===== config.mk =====
export PLATFORM = sky130hd
export DESIGN_NAME = dsw_host
export DESIGN_NICKNAME = d
export VERILOG_FILES = /design/src/dsw_host.v /design/src/dsw_event_latch.v /design/src/dsw_block_sender.v
export VERILOG_INCLUDE_DIRS = /design/src
export SDC_FILE = /design/constraint.sdc
export NUM_CORES = 1
export LEC_CHECK = 0
export BUFFER_PORTS_ARGS = -buffer_cell sky130_fd_sc_hd__buf_2
export CAP_MARGIN = 20
export CORE_MARGIN = 2
export CORE_UTILIZATION = 58
export CTS_CLUSTER_DIAMETER = 100
export DETAILED_ROUTE_END_ITERATION = 12
export PLACE_DENSITY_LB_ADDON = 0.15
export SLEW_MARGIN = 25
export SYNTH_ARGS = -nofsm -noshare
export SYNTH_HDL_FRONTEND = slang
export SYNTH_SLANG_ARGS = --single-unit

===== constraint.sdc =====
create_clock -name hclk -period 2.6 [get_ports hclk]
set_input_delay 0.13 -clock hclk [delete_from_list [all_inputs] [get_ports hclk]]
set_output_delay 0.13 -clock hclk [all_outputs]
set_load 0.02 [all_outputs]

===== src/dsw_regs.vh =====
// register map, field positions and codes for the drive status word host
`ifndef DSW_REGS_VH
`define DSW_REGS_VH
// register byte offsets
`define DSW_CTRL_OFF 8'h00
`define DSW_IDWORD_OFF 8'h04
`define DSW_FAULT_OFF 8'h08
`define DSW_UNSOL_OFF 8'h0C
`define DSW_DETAIL_LO_OFF 8'h10
`define DSW_DETAIL_HI_OFF 8'h14
`define DSW_STAT_OFF 8'h18
// reset values
`define DSW_CTRL_RST 2'h0
`define DSW_FAULT_RST 6'h00
`define DSW_DETAIL_RST 32'h00000000
// control register fields
`define DSW_CTRL_SEL_LSB 0
`define DSW_CTRL_SEL_MSB 1
`define DSW_CTRL_GO_BIT 8
// status select encodings
`define DSW_SEL_ENDING 2'h0
`define DSW_SEL_CYLINDER 2'h1
`define DSW_SEL_SECTOR_HEAD 2'h2
// identifier status word fields
`define DSW_SECTOR_LSB 0
`define DSW_SECTOR_MSB 5
`define DSW_HEAD_LSB 6
`define DSW_HEAD_MSB 10
`define DSW_RP_BIT 12
`define DSW_WP_BIT 13
`define DSW_ID_UNUSED_MASK 16'h8800
`define DSW_ID_UNUSED_MASK2 16'h4000
// exception byte 0 fields
`define DSW_EXC_UNSOL_BIT 6
`define DSW_EXC_RESP_BIT 7
// unsolicited byte 1 reserved bit mask (bit 3)
`define DSW_UNSOL_KEEP 8'hF7
// bus control code for read status
`define DSW_CODE_READ_STATUS 8'h44
// response block length in bytes
`define DSW_BLOCK_BYTES 8
`endif


===== src/dsw_host.v =====
// drive side host: status word fetch and status response block source
//
// Implementation choices: the address map and the AHB-Lite slave port.
`timescale 1ns/10ps
`include "dsw_regs.vh"
module dsw_host #(
  parameter NBYTES = `DSW_BLOCK_BYTES
) (
  // clock and reset
  input wire hclk,
  input wire hresetn,
  // ahb-lite slave
  input wire hsel,
  input wire [31:0] haddr,
  input wire [1:0] htrans,
  input wire hwrite,
  input wire [2:0] hsize,
  input wire [31:0] hwdata,
  input wire hready,
  output wire hreadyout,
  output wire hresp,
  output reg [31:0] hrdata,
  // status transfer pins of the adapter
  output reg [1:0] status_select,
  output reg status_xfer_req,
  input wire [15:0] accumulator,
  input wire accumulator_valid,
  // control bus from the adapter sequencer
  input wire [7:0] ctrl_bus_code,
  input wire ctrl_bus_strobe,
  // response block stream to the adapter
  output wire [7:0] resp_byte,
  output wire resp_valid,
  input wire resp_ready,
  // drive event pulses for the unsolicited byte
  input wire [7:0] drive_event
);
  localparam X_IDLE = 2'h0;
  localparam X_REQ = 2'h1;
  localparam X_WAIT = 2'h2;

  // ahb address phase capture
  reg a_wr;
  reg [7:0] a_addr;
  wire a_take;
  reg [31:0] next_hrdata;

  // software registers
  reg [1:0] ctrl_sel;
  reg [5:0] fault_bits;
  reg [31:0] detail_lo;
  reg [31:0] detail_hi;
  reg [15:0] id_word;
  reg id_valid;
  reg [1:0] id_sel;
  reg [1:0] xstate;
  reg [7:0] last_code;
  reg [7:0] block_count;
  reg [7:0] ignored_count;
  reg [7:0] unsol_snap;

  wire go;
  wire [7:0] unsol_q;
  wire [7:0] unsol_clr;
  wire [7:0] exc_byte;
  wire [NBYTES*8-1:0] block;
  wire send_busy;
  wire send_done;
  wire read_status;
  wire [5:0] id_sector;
  wire [4:0] id_head;
  wire id_clean;
  wire id_read_protect;
  wire id_write_protect;
  wire [31:0] stat_word;

  assign hreadyout = 1'b1;
  assign hresp = 1'b0;
  assign a_take = hsel && hready && htrans[1];

  always @(posedge hclk or negedge hresetn) begin
    if (!hresetn) begin
      a_wr <= 1'b0;
      a_addr <= 8'h00;
    end else begin
      a_wr <= a_take && hwrite;
      a_addr <= haddr[7:0];
    end
  end

  // register writes in the data phase
  assign go = a_wr && (a_addr == `DSW_CTRL_OFF) && hwdata[`DSW_CTRL_GO_BIT];
  always @(posedge hclk or negedge hresetn) begin
    if (!hresetn) begin
      ctrl_sel <= `DSW_CTRL_RST;
      fault_bits <= `DSW_FAULT_RST;
      detail_lo <= `DSW_DETAIL_RST;
      detail_hi <= `DSW_DETAIL_RST;
    end else if (a_wr) begin
      case (a_addr)
        `DSW_CTRL_OFF: begin
          ctrl_sel <= hwdata[`DSW_CTRL_SEL_MSB:`DSW_CTRL_SEL_LSB];
        end
        `DSW_FAULT_OFF: begin
          fault_bits <= hwdata[5:0];
        end
        `DSW_DETAIL_LO_OFF: begin
          detail_lo <= hwdata;
        end
        `DSW_DETAIL_HI_OFF: begin
          detail_hi <= hwdata;
        end
        default: begin
          detail_hi <= detail_hi;
        end
      endcase
    end
  end

  // status word fetch through the status select pins
  always @(posedge hclk or negedge hresetn) begin
    if (!hresetn) begin
      xstate <= X_IDLE;
      status_select <= `DSW_SEL_ENDING;
      status_xfer_req <= 1'b0;
      id_word <= 16'h0000;
      id_valid <= 1'b0;
      id_sel <= 2'h0;
    end else begin
      status_xfer_req <= 1'b0;
      case (xstate)
        X_IDLE: begin
          if (go) begin
            status_select <= hwdata[`DSW_CTRL_SEL_MSB:`DSW_CTRL_SEL_LSB];
            status_xfer_req <= 1'b1;
            id_valid <= 1'b0;
            xstate <= X_REQ;
          end
        end
        X_REQ: begin
          xstate <= X_WAIT;
          if (accumulator_valid) begin
            id_word <= accumulator;
            id_sel <= status_select;
            id_valid <= 1'b1;
            xstate <= X_IDLE;
          end
        end
        X_WAIT: begin
          if (accumulator_valid) begin
            id_word <= accumulator;
            id_sel <= status_select;
            id_valid <= 1'b1;
            xstate <= X_IDLE;
          end
        end
        default: begin
          xstate <= X_IDLE;
        end
      endcase
    end
  end

  // field view of a sector/head word
  assign id_sector = id_word[`DSW_SECTOR_MSB:`DSW_SECTOR_LSB];
  assign id_head = id_word[`DSW_HEAD_MSB:`DSW_HEAD_LSB];
  assign id_clean = ((id_word & (`DSW_ID_UNUSED_MASK | `DSW_ID_UNUSED_MASK2)) == 16'h0000);

  // protect flags, only meaningful for a sector/head word
  assign id_read_protect = id_word[`DSW_RP_BIT] && (id_sel == `DSW_SEL_SECTOR_HEAD);
  assign id_write_protect = id_word[`DSW_WP_BIT] && (id_sel == `DSW_SEL_SECTOR_HEAD);

  // unsolicited events, cleared once reported or by software
  assign unsol_clr = ({8{send_done}} & unsol_snap) |
    ({8{a_wr && (a_addr == `DSW_UNSOL_OFF)}} & hwdata[7:0]);
  dsw_event_latch #(
    .W(8),
    .KEEP(`DSW_UNSOL_KEEP)
  ) u_unsol (
    .hclk(hclk),
    .hresetn(hresetn),
    .set(drive_event),
    .clr(unsol_clr),
    .q(unsol_q)
  );

  // exception byte 0
  assign exc_byte = {1'b0,
    (unsol_q != 8'h00),
    fault_bits};

  // block laid out with byte 0 in the low lane, sent first
  assign block = {detail_hi[15:0], detail_lo, unsol_q, exc_byte};

  assign read_status = ctrl_bus_strobe && (ctrl_bus_code == `DSW_CODE_READ_STATUS);

  dsw_block_sender #(
    .NBYTES(NBYTES)
  ) u_send (
    .hclk(hclk),
    .hresetn(hresetn),
    .load(read_status && !send_busy),
    .block(block),
    .busy(send_busy),
    .done(send_done),
    .resp_byte(resp_byte),
    .resp_valid(resp_valid),
    .resp_ready(resp_ready)
  );

  always @(posedge hclk or negedge hresetn) begin
    if (!hresetn) begin
      last_code <= 8'h00;
      block_count <= 8'h00;
      ignored_count <= 8'h00;
      unsol_snap <= 8'h00;
    end else begin
      if (ctrl_bus_strobe) begin
        last_code <= ctrl_bus_code;
      end
      if (read_status && !send_busy) begin
        unsol_snap <= unsol_q;
      end
      if (ctrl_bus_strobe && (!read_status || send_busy)) begin
        ignored_count <= ignored_count + 8'h01;
      end
      if (send_done) begin
        block_count <= block_count + 8'h01;
      end
    end
  end

  // status word: counts, last code, protect flags, busy flags
  assign stat_word = {ignored_count, block_count, last_code, 4'h0,
    id_write_protect, id_read_protect, send_busy, (xstate != X_IDLE)};

  // read data prepared in the address phase
  always @* begin
    next_hrdata = 32'h00000000;
    case (haddr[7:0])
      `DSW_CTRL_OFF: begin
        next_hrdata = {30'h0000000, ctrl_sel};
      end
      `DSW_IDWORD_OFF: begin
        next_hrdata = {id_clean, 1'b0, id_head, id_sector, id_sel, id_valid, id_word};
      end
      `DSW_FAULT_OFF: begin
        next_hrdata = {24'h000000, exc_byte};
      end
      `DSW_UNSOL_OFF: begin
        next_hrdata = {24'h000000, unsol_q};
      end
      `DSW_DETAIL_LO_OFF: begin
        next_hrdata = detail_lo;
      end
      `DSW_DETAIL_HI_OFF: begin
        next_hrdata = detail_hi;
      end
      `DSW_STAT_OFF: begin
        next_hrdata = stat_word;
      end
      default: begin
        next_hrdata = 32'h00000000;
      end
    endcase
  end

  always @(posedge hclk or negedge hresetn) begin
    if (!hresetn) begin
      hrdata <= 32'h00000000;
    end else if (a_take && !hwrite) begin
      hrdata <= next_hrdata;
    end
  end
endmodule // dsw_host


===== src/dsw_event_latch.v =====
// sticky event bits, set wins over clear
`timescale 1ns/10ps
module dsw_event_latch #(
  parameter W = 8,
  parameter [W-1:0] KEEP = {W{1'b1}}
) (
  // clock and reset
  input wire hclk,
  input wire hresetn,
  // events
  input wire [W-1:0] set,
  input wire [W-1:0] clr,
  // state
  output wire [W-1:0] q
);
  reg [W-1:0] bits;
  genvar i;
  generate
    for (i = 0; i < W; i = i + 1) begin : g_bit
      always @(posedge hclk or negedge hresetn) begin
        if (!hresetn) begin
          bits[i] <= 1'b0;
        end else if (KEEP[i]) begin
          bits[i] <= set[i] | (bits[i] & ~clr[i]);
        end else begin
          bits[i] <= 1'b0;
        end
      end
    end
  endgenerate
  assign q = bits;
endmodule // dsw_event_latch


===== src/dsw_block_sender.v =====
// sends a response block one byte at a time, byte 0 first
`timescale 1ns/10ps
module dsw_block_sender #(
  parameter NBYTES = 8
) (
  // clock and reset
  input wire hclk,
  input wire hresetn,
  // load
  input wire load,
  input wire [NBYTES*8-1:0] block,
  output wire busy,
  output wire done,
  // byte stream
  output reg [7:0] resp_byte,
  output wire resp_valid,
  input wire resp_ready
);
  localparam S_IDLE = 1'b0;
  localparam S_SEND = 1'b1;
  reg state;
  reg [NBYTES*8-1:0] shift;
  reg [7:0] left;
  wire take;
  assign take = (state == S_SEND) && resp_ready;
  assign resp_valid = (state == S_SEND);
  assign busy = (state == S_SEND);
  assign done = take && (left == 8'h01);
  always @(posedge hclk or negedge hresetn) begin
    if (!hresetn) begin
      state <= S_IDLE;
      shift <= {NBYTES*8{1'b0}};
      left <= 8'h00;
      resp_byte <= 8'h00;
    end else begin
      case (state)
        S_IDLE: begin
          if (load) begin
            state <= S_SEND;
            resp_byte <= block[7:0];
            shift <= block >> 8;
            left <= NBYTES[7:0];
          end
        end
        S_SEND: begin
          if (take) begin
            resp_byte <= shift[7:0];
            shift <= shift >> 8;
            left <= left - 8'h01;
            if (left == 8'h01) begin
              state <= S_IDLE;
            end
          end
        end
        default: begin
          state <= S_IDLE;
        end
      endcase
    end
  end
endmodule // dsw_block_sender


==> impl_metrics.tcl, run 1 <==
set metrics [dict create \
    drive_above_1_share_pct 28.8 \
    yosysSeqAreaShare_pct 54.8 \
    grt_pass1_wl_mm 46.8 \
    layout_common_cells "dfrtp_1 (247), buf_2 (122), nand2_1 (98)" \
    syn2layout_area_growth_pct 23.5 \
    outcome "finished, final reports clean" \
    yosys.area_share.simple_pct 9.05 \
    antenna_found_initial 0 \
    netSwitchingPower_uw 3160 \
    max_cap_viol_count 0 \
    grt_max_degree 72 \
    wl_mm 29.9 \
    die_area_mm2 0.0207 \
    grt_overflow_total 0 \
    num_io_pins 155 \
    wl_per_cell_um 21.1 \
    syn_nets 1047 \
    vias 8112 \
    hold_viol 0 \
    tightestPinTransition_ns 0.695 \
    path_class "flip-flop to flip-flop" \
    async_reset_ff_share_pct 100 \
    max_stage_delay_ns 0.57 \
    slew_viol_final 0 \
    fin_tns_setup_ns 0 \
    vias_per_cell 5.72 \
    cts_buffers 27 \
    grt_pass1_vias 8252 \
    fin_crit_sh_pct 96.8 \
    clkLatencyLatePin_ns 0.54 \
    cts_max_level 1 \
    cts_tree "done" \
    cts-root-buf "clkbuf_16" \
    portBuffers 123 \
    clk_pin_slew_ns 0.06 \
    antenna_cells 0 \
    critPathCaptureType "flip-flop" \
    start_kind "flip-flop" \
    p_leak_uw 0.00690 \
    place_congestion 0.881 \
    p_int_uw 7890 \
    synth_edf_count 0 \
    pwr-share-seq_pct 44.5 \
    swShare_pct 28.6 \
    dp.cells 1288 \
    rsz0062_at_grt "false" \
    dp_hpwl_mm 20.1 \
    fin_nets 1248 \
    irDropWorstVdd_mv 0.537 \
    first_pass_iters 7 \
    cts_max_path_buffers 3 \
    synth_area_mm2 0.0113 \
    coreArea_mm2 0.0193 \
    yosysWarnings 0 \
    crit_path_cell_trace "and2_1, and4_1, buf_4, nand2_1, a31o_2, dlygate4sd3_1" \
    final_common_cell "dfrtp_1" \
    rr_startpoint "u_send.busy" \
    fmax_mhz 397 \
    fin_worst_skew_ns 0.0225 \
    finalCriticalPeriod_ns 2.52 \
    hold_path.startpoint "ctrl_bus_strobe" \
    drt_iter0_drc 538 \
    finalPower_uw 11000 \
    clock_sinks 248 \
    synthAdderAreaFrac_pct 0.884 \
    postSynthAreaPerCell_um2 12.2 \
    worstSetupStartpoint "u_send.busy" \
    cp.required_ns 3.00 \
    row_count 51 \
    grt_usage_pct 29.9 \
    synth_compound_area_share_pct 10.0 \
    utilization_pct 72.3 \
    synthXorXnorAreaFrac_pct 1.47 \
    start_util_pct 58.6 \
    antenna_left 0 \
    synth.distinct_cells 66 \
    slowest_stage "dlygate4sd3_1" \
    combPwrFrac_pct 18.6 \
    power_density_mw_per_mm2 790 \
    synth_top_family_by_area "multiplexers" \
    synth_top_flop_cell "dfrtp_1" \
    final_cells 1417 \
    min_path_type "primary input to flip-flop" \
    dieHeight_um 144 \
    syn_inst 930 \
    arrival_ns 2.91 \
    setup_violations 0 \
    critical_path.max_fanout 9 \
    max_slew_margin_pct 53.5 \
    synthMuxAreaShare_pct 20.5 \
    pwr-share-clk_pct 36.9 \
    ys_ff_latch 248 \
    die_w_um 144 \
    route.detailed.drc 0 \
]
registers in the layout, summed over array words and instances (netlist names), 6 cells and up:
signal and flops:
u_unsol.q 7, ignored_count 8, u_send.shift 56, fault_bits 6
hrdata 32, u_send.resp_byte 8, u_send.left 8, detail_lo 32
last_code 8, unsol_snap 7, a_addr 8, id_word 16
block_count 8, detail_hi 32
Yosys cell counts, drive strengths merged, types with 14 or more instances:
library cell / count / area (um^2)
a21oi: 28 / 140
a22o: 14 / 123
a22oi: 26 / 195
buf: 28 / 218
clkbuf: 31 / 116
dfrtp: 248 / 6210
mux2: 113 / 1500
mux2i: 82 / 821
nand2: 98 / 368
nor2: 37 / 139
o21ai: 84 / 420
xnor2: 15 / 131
worst max-delay path, delay by kind of cell (launching register included):
| family | cells | cell delay (ns) |
|---|---|---|
| DFF | 1 | 0.54 |
| AOI/OAI and AO/OA | 1 | 0.25 |
| buffers and inverters | 2 | 0.77 |
| and+or+nand+nor | 3 | 0.83 |
worst paths after layout:
path / to / slack, ns / cells after the start
worst min register to register: u_send.resp_byte[4] / 0.47 / 2
worst max register to register: u_unsol.q[1] / 0.08 / 6
min in group asynchronous: fault_bits[2] / 0.17 / 2
worst max-delay path: u_unsol.q[1] / 0.08 / 6
max in group asynchronous: detail_lo[28] / 1.60 / 3
worst min-delay path: last_code[7] / 0.03 / 2
per-stage QoR:
step           hold WS [ns]  setup WS [ns]  area [um^2]
5_1_grt              0.0307         0.0214        14000
6_report             0.0343         0.0838        14000
3_3_place_gp          0.131          0.457        12200
2_1_floorplan        -0.166          0.682        11300
3_5_place_dp          0.126          0.398        12200
4_1_cts              0.0134         0.0158        14000
layout make-up:
class	count	area [um^2]
Inverter	9	33.8
Tap cell	265	332
Timing Repair Buffer	231	1680
Multi-Input combinational cell	614	4780
Sequential cell	248	6210
Clock inverter	16	214
Fill cell	1318	5350
Clock buffer	34	732
timing repair:
item / in CTS / in global routing
endpoints found under the hold margin: 183 / 0
setup endpoints to repair: 0 / 2
buffers inserted: 0 / 1
gates resized for setup: 0 / 2
hold buffers: 78 / 0
logic make-up after synthesis:
logic type	after synthesis
buffers and inverters	68
XOR/XNOR	19
AND/OR/NAND/NOR	205
adder cells (fa/ha/maj)	8
flip-flops	248
multiplexers	195
other	2
AO/OA/AOI/OAI	185
power groups by stage:
stage	Combinational [uW]	Sequential (uW)	Clock [uW]
finish	2060	4910	4070
global route	2290	4990	4290
CTS	2060	4910	4100
detailed placement	1960	4970	0
global placement	1920	4940	0
floorplan	1340	4860	0
per-layer routing:
metal	track usage (%)	routed length [um]	vias up
li1	-	-	3727
met1	42.5	13400	4070
met2	47.7	14000	269
met3	5.43	1830	46
met4	7.69	693	0
met5	0	0	-
Power figures use the tool's default switching activity.
==> run 2, diff against run 1 <==
- CELL_PAD_IN_SITES_DETAIL_PLACEMENT: unset -> 1
- CELL_PAD_IN_SITES_GLOBAL_PLACEMENT: unset -> 2
- CORE_UTILIZATION: 58 -> 39
- SYNTH_HIERARCHICAL: unset -> 1
==> run 2 against run 1 <==
  * Clock skew decreased by 0.017 ns
  * Via count increased by 0.25%
  * Core utilization shrank 23 points
  * Hold slack better by 0.0064 ns
  * Non-clock buffer count down 5
  * Sequential share of layout area shrank 0.55 points
  * Cell count increased by 8.3%
  * Largest cell class unchanged
  * Die area grew 48%
  * Cell area up 1.3%
  * Largest power group unchanged
  * Critical endpoint is now u_send/left[4]
==> impl_metrics.tcl, run 2 <==
set metrics [dict create \
    layout_common_cells "dfrtp_1 (247), buf_2 (122), nand2_1 (94)" \
    route.detailed.drc 0 \
    netSwitchingPower_uw 2890 \
    combPwrFrac_pct 15.0 \
    fin_worst_skew_ns 0.00595 \
    start_kind "flip-flop" \
    slew_viol_final 0 \
    row_count 62 \
    clkLatencyLatePin_ns 0.54 \
    cts_max_path_buffers 3 \
    finalCriticalPeriod_ns 2.27 \
    hold_path.startpoint "haddr[4]" \
    coreArea_mm2 0.0287 \
    grt_usage_pct 23.2 \
    num_io_pins 155 \
    dieHeight_um 175 \
    cts-root-buf "clkbuf_16" \
    p_int_uw 7560 \
    vias_per_cell 5.30 \
    fin_nets 1248 \
    irDropWorstVdd_mv 0.384 \
    max_slew_margin_pct 53.7 \
    grt_pass1_vias 8726 \
    largest_register_ffs 56 \
    worst_slack_ns 0.331 \
    start_util_pct 39.7 \
    die_area_mm2 0.0306 \
    first_pass_iters 4 \
    hold_ws_ns 0.0407 \
    setup_violations 0 \
    portBuffers 123 \
    postSynthAreaPerCell_um2 12.2 \
    largest_register "u_send/shift" \
    hold_viol 0 \
    vias 8132 \
    grt_max_degree 78 \
    finalPower_uw 10400 \
    clock_sinks 248 \
    syn2layout_area_growth_pct 24.2 \
    antenna_left 0 \
    antenna_cells 0 \
    place_congestion 0.804 \
    final_common_cell "dfrtp_1" \
    fin_crit_sh_pct 87.3 \
    yosysWarnings 6 \
    rr_startpoint "u_send/busy" \
    dp_hpwl_mm 24.2 \
    min_path_type "primary input to flip-flop" \
    pwr-share-seq_pct 47.4 \
    grt_overflow_total 0 \
    cts_tree "done" \
    fill_cells 3076 \
    worstSetupStartpoint "u_send/busy" \
    tightestPinTransition_ns 0.694 \
    cp.required_ns 3.06 \
    clk_pin_slew_ns 0.06 \
    outcome "finished, final reports clean" \
    drive_above_1_share_pct 27.9 \
    grt_pass1_wl_mm 54.2 \
    syn_inst 934 \
    p_leak_uw 0.00645 \
    path_class "flip-flop to flip-flop" \
    wl_mm 34.7 \
    wl_per_cell_um 22.6 \
    fmax_mhz 441 \
    antenna_found_initial 1 \
    critical_path.max_fanout 10 \
    cts_max_level 1 \
    dp_slack_ns 0.320 \
    cts_buffers 28 \
    arrival_ns 2.73 \
    max_cap_viol_count 0 \
    cts_setup_buffers 0 \
    die_w_um 175 \
    fin_tns_setup_ns 0 \
    utilization_pct 49.3 \
    swShare_pct 27.6 \
    drt_iter0_drc 546 \
    rsz0062_at_grt "false" \
    pwr-share-clk_pct 37.6 \
    power_density_mw_per_mm2 738 \
    critPathCaptureType "flip-flop" \
    synth_area_mm2 0.0114 \
]
==> run 2: changes by cell type in the layout (fill, tap and decap cells not counted), sizes merged, moves of 5 or more <==
cell / change
clkinv: -5
clkbuf: +11
nor3: -5
nand3: +5
o2bb2ai: +18
inv: +7
a22o: +10
a31o: -5
a21oi: -18
nor2: -28
a21o: +8
==> run 2: power groups by stage <==
stage / Combinational (uW) / Sequential, uW / Clock [uW]
5_1_grt: 1780 / 5040 / 4200
2_1_floorplan: 936 / 4910 / 0
4_1_cts: 1590 / 4960 / 4040
6_report: 1570 / 4950 / 3930
3_3_place_gp: 1450 / 5000 / 0
3_5_place_dp: 1490 / 5020 / 0
==> run 2: metrics by stage <==
step | instances | cell area, um^2
2_1_floorplan | 935 | 11400
3_3_place_gp | 1410 | 12500
3_5_place_dp | 1410 | 12500
4_1_cts | 1535 | 14200
5_1_grt | 1535 | 14200
6_report | 1535 | 14200
==> run 2: cell type report <==
| class | instances | area [um^2] | share of cell area, % |
|---|---|---|---|
| repair buffers | 226 | 1650 | 11.6 |
| inverters | 16 | 60.1 | 0.424 |
| multi-input cells | 611 | 4840 | 34.2 |
| clock buffers | 45 | 866 | 6.11 |
| flip-flops and latches | 248 | 6210 | 43.9 |
| clock inverters | 5 | 50.0 | 0.353 |
| well taps | 384 | 480 | 3.39 |
==> run 2: repair_timing <==
action	4_1_cts	5_1_grt
setup endpoints to repair	0	0
hold buffers	75	0
gates resized for setup	0	0
hold endpoints to repair	183	0
==> run 2: final timing paths <==
| check | to | slack (ns) | depth (start not counted) |
|---|---|---|---|
| max | u_send/left[4] | 0.33 | 6 |
| max in group asynchronous | hrdata[22] | 1.63 | 3 |
| min | a_addr[4] | 0.04 | 1 |
| max reg2reg | u_send/left[4] | 0.33 | 6 |
| min reg2reg | u_send/resp_byte[7] | 0.47 | 2 |
| min in group asynchronous | u_unsol/q[7] | 0.13 | 2 |
==> run 2: routing by layer <==
| layer | share of wire, % | up-vias | GRT usage, % |
|---|---|---|---|
| li1 | - | 3786 | - |
| met1 | 47 | 4128 | 34.1 |
| met2 | 47 | 172 | 37.0 |
| met3 | 4.3 | 44 | 2.83 |
| met4 | 1.9 | 2 | 5.17 |
| met5 | 0.037 | - | 0 |
==> run 2: worst max-delay path, cell delays in order (launching register included) <==
cell     delay (ns)
dfrtp_4        0.56
nor4_1         0.32
nand4_1        0.21
inv_1          0.26
mux2i_4        0.18
or4_1          0.50
a21oi_1        0.16
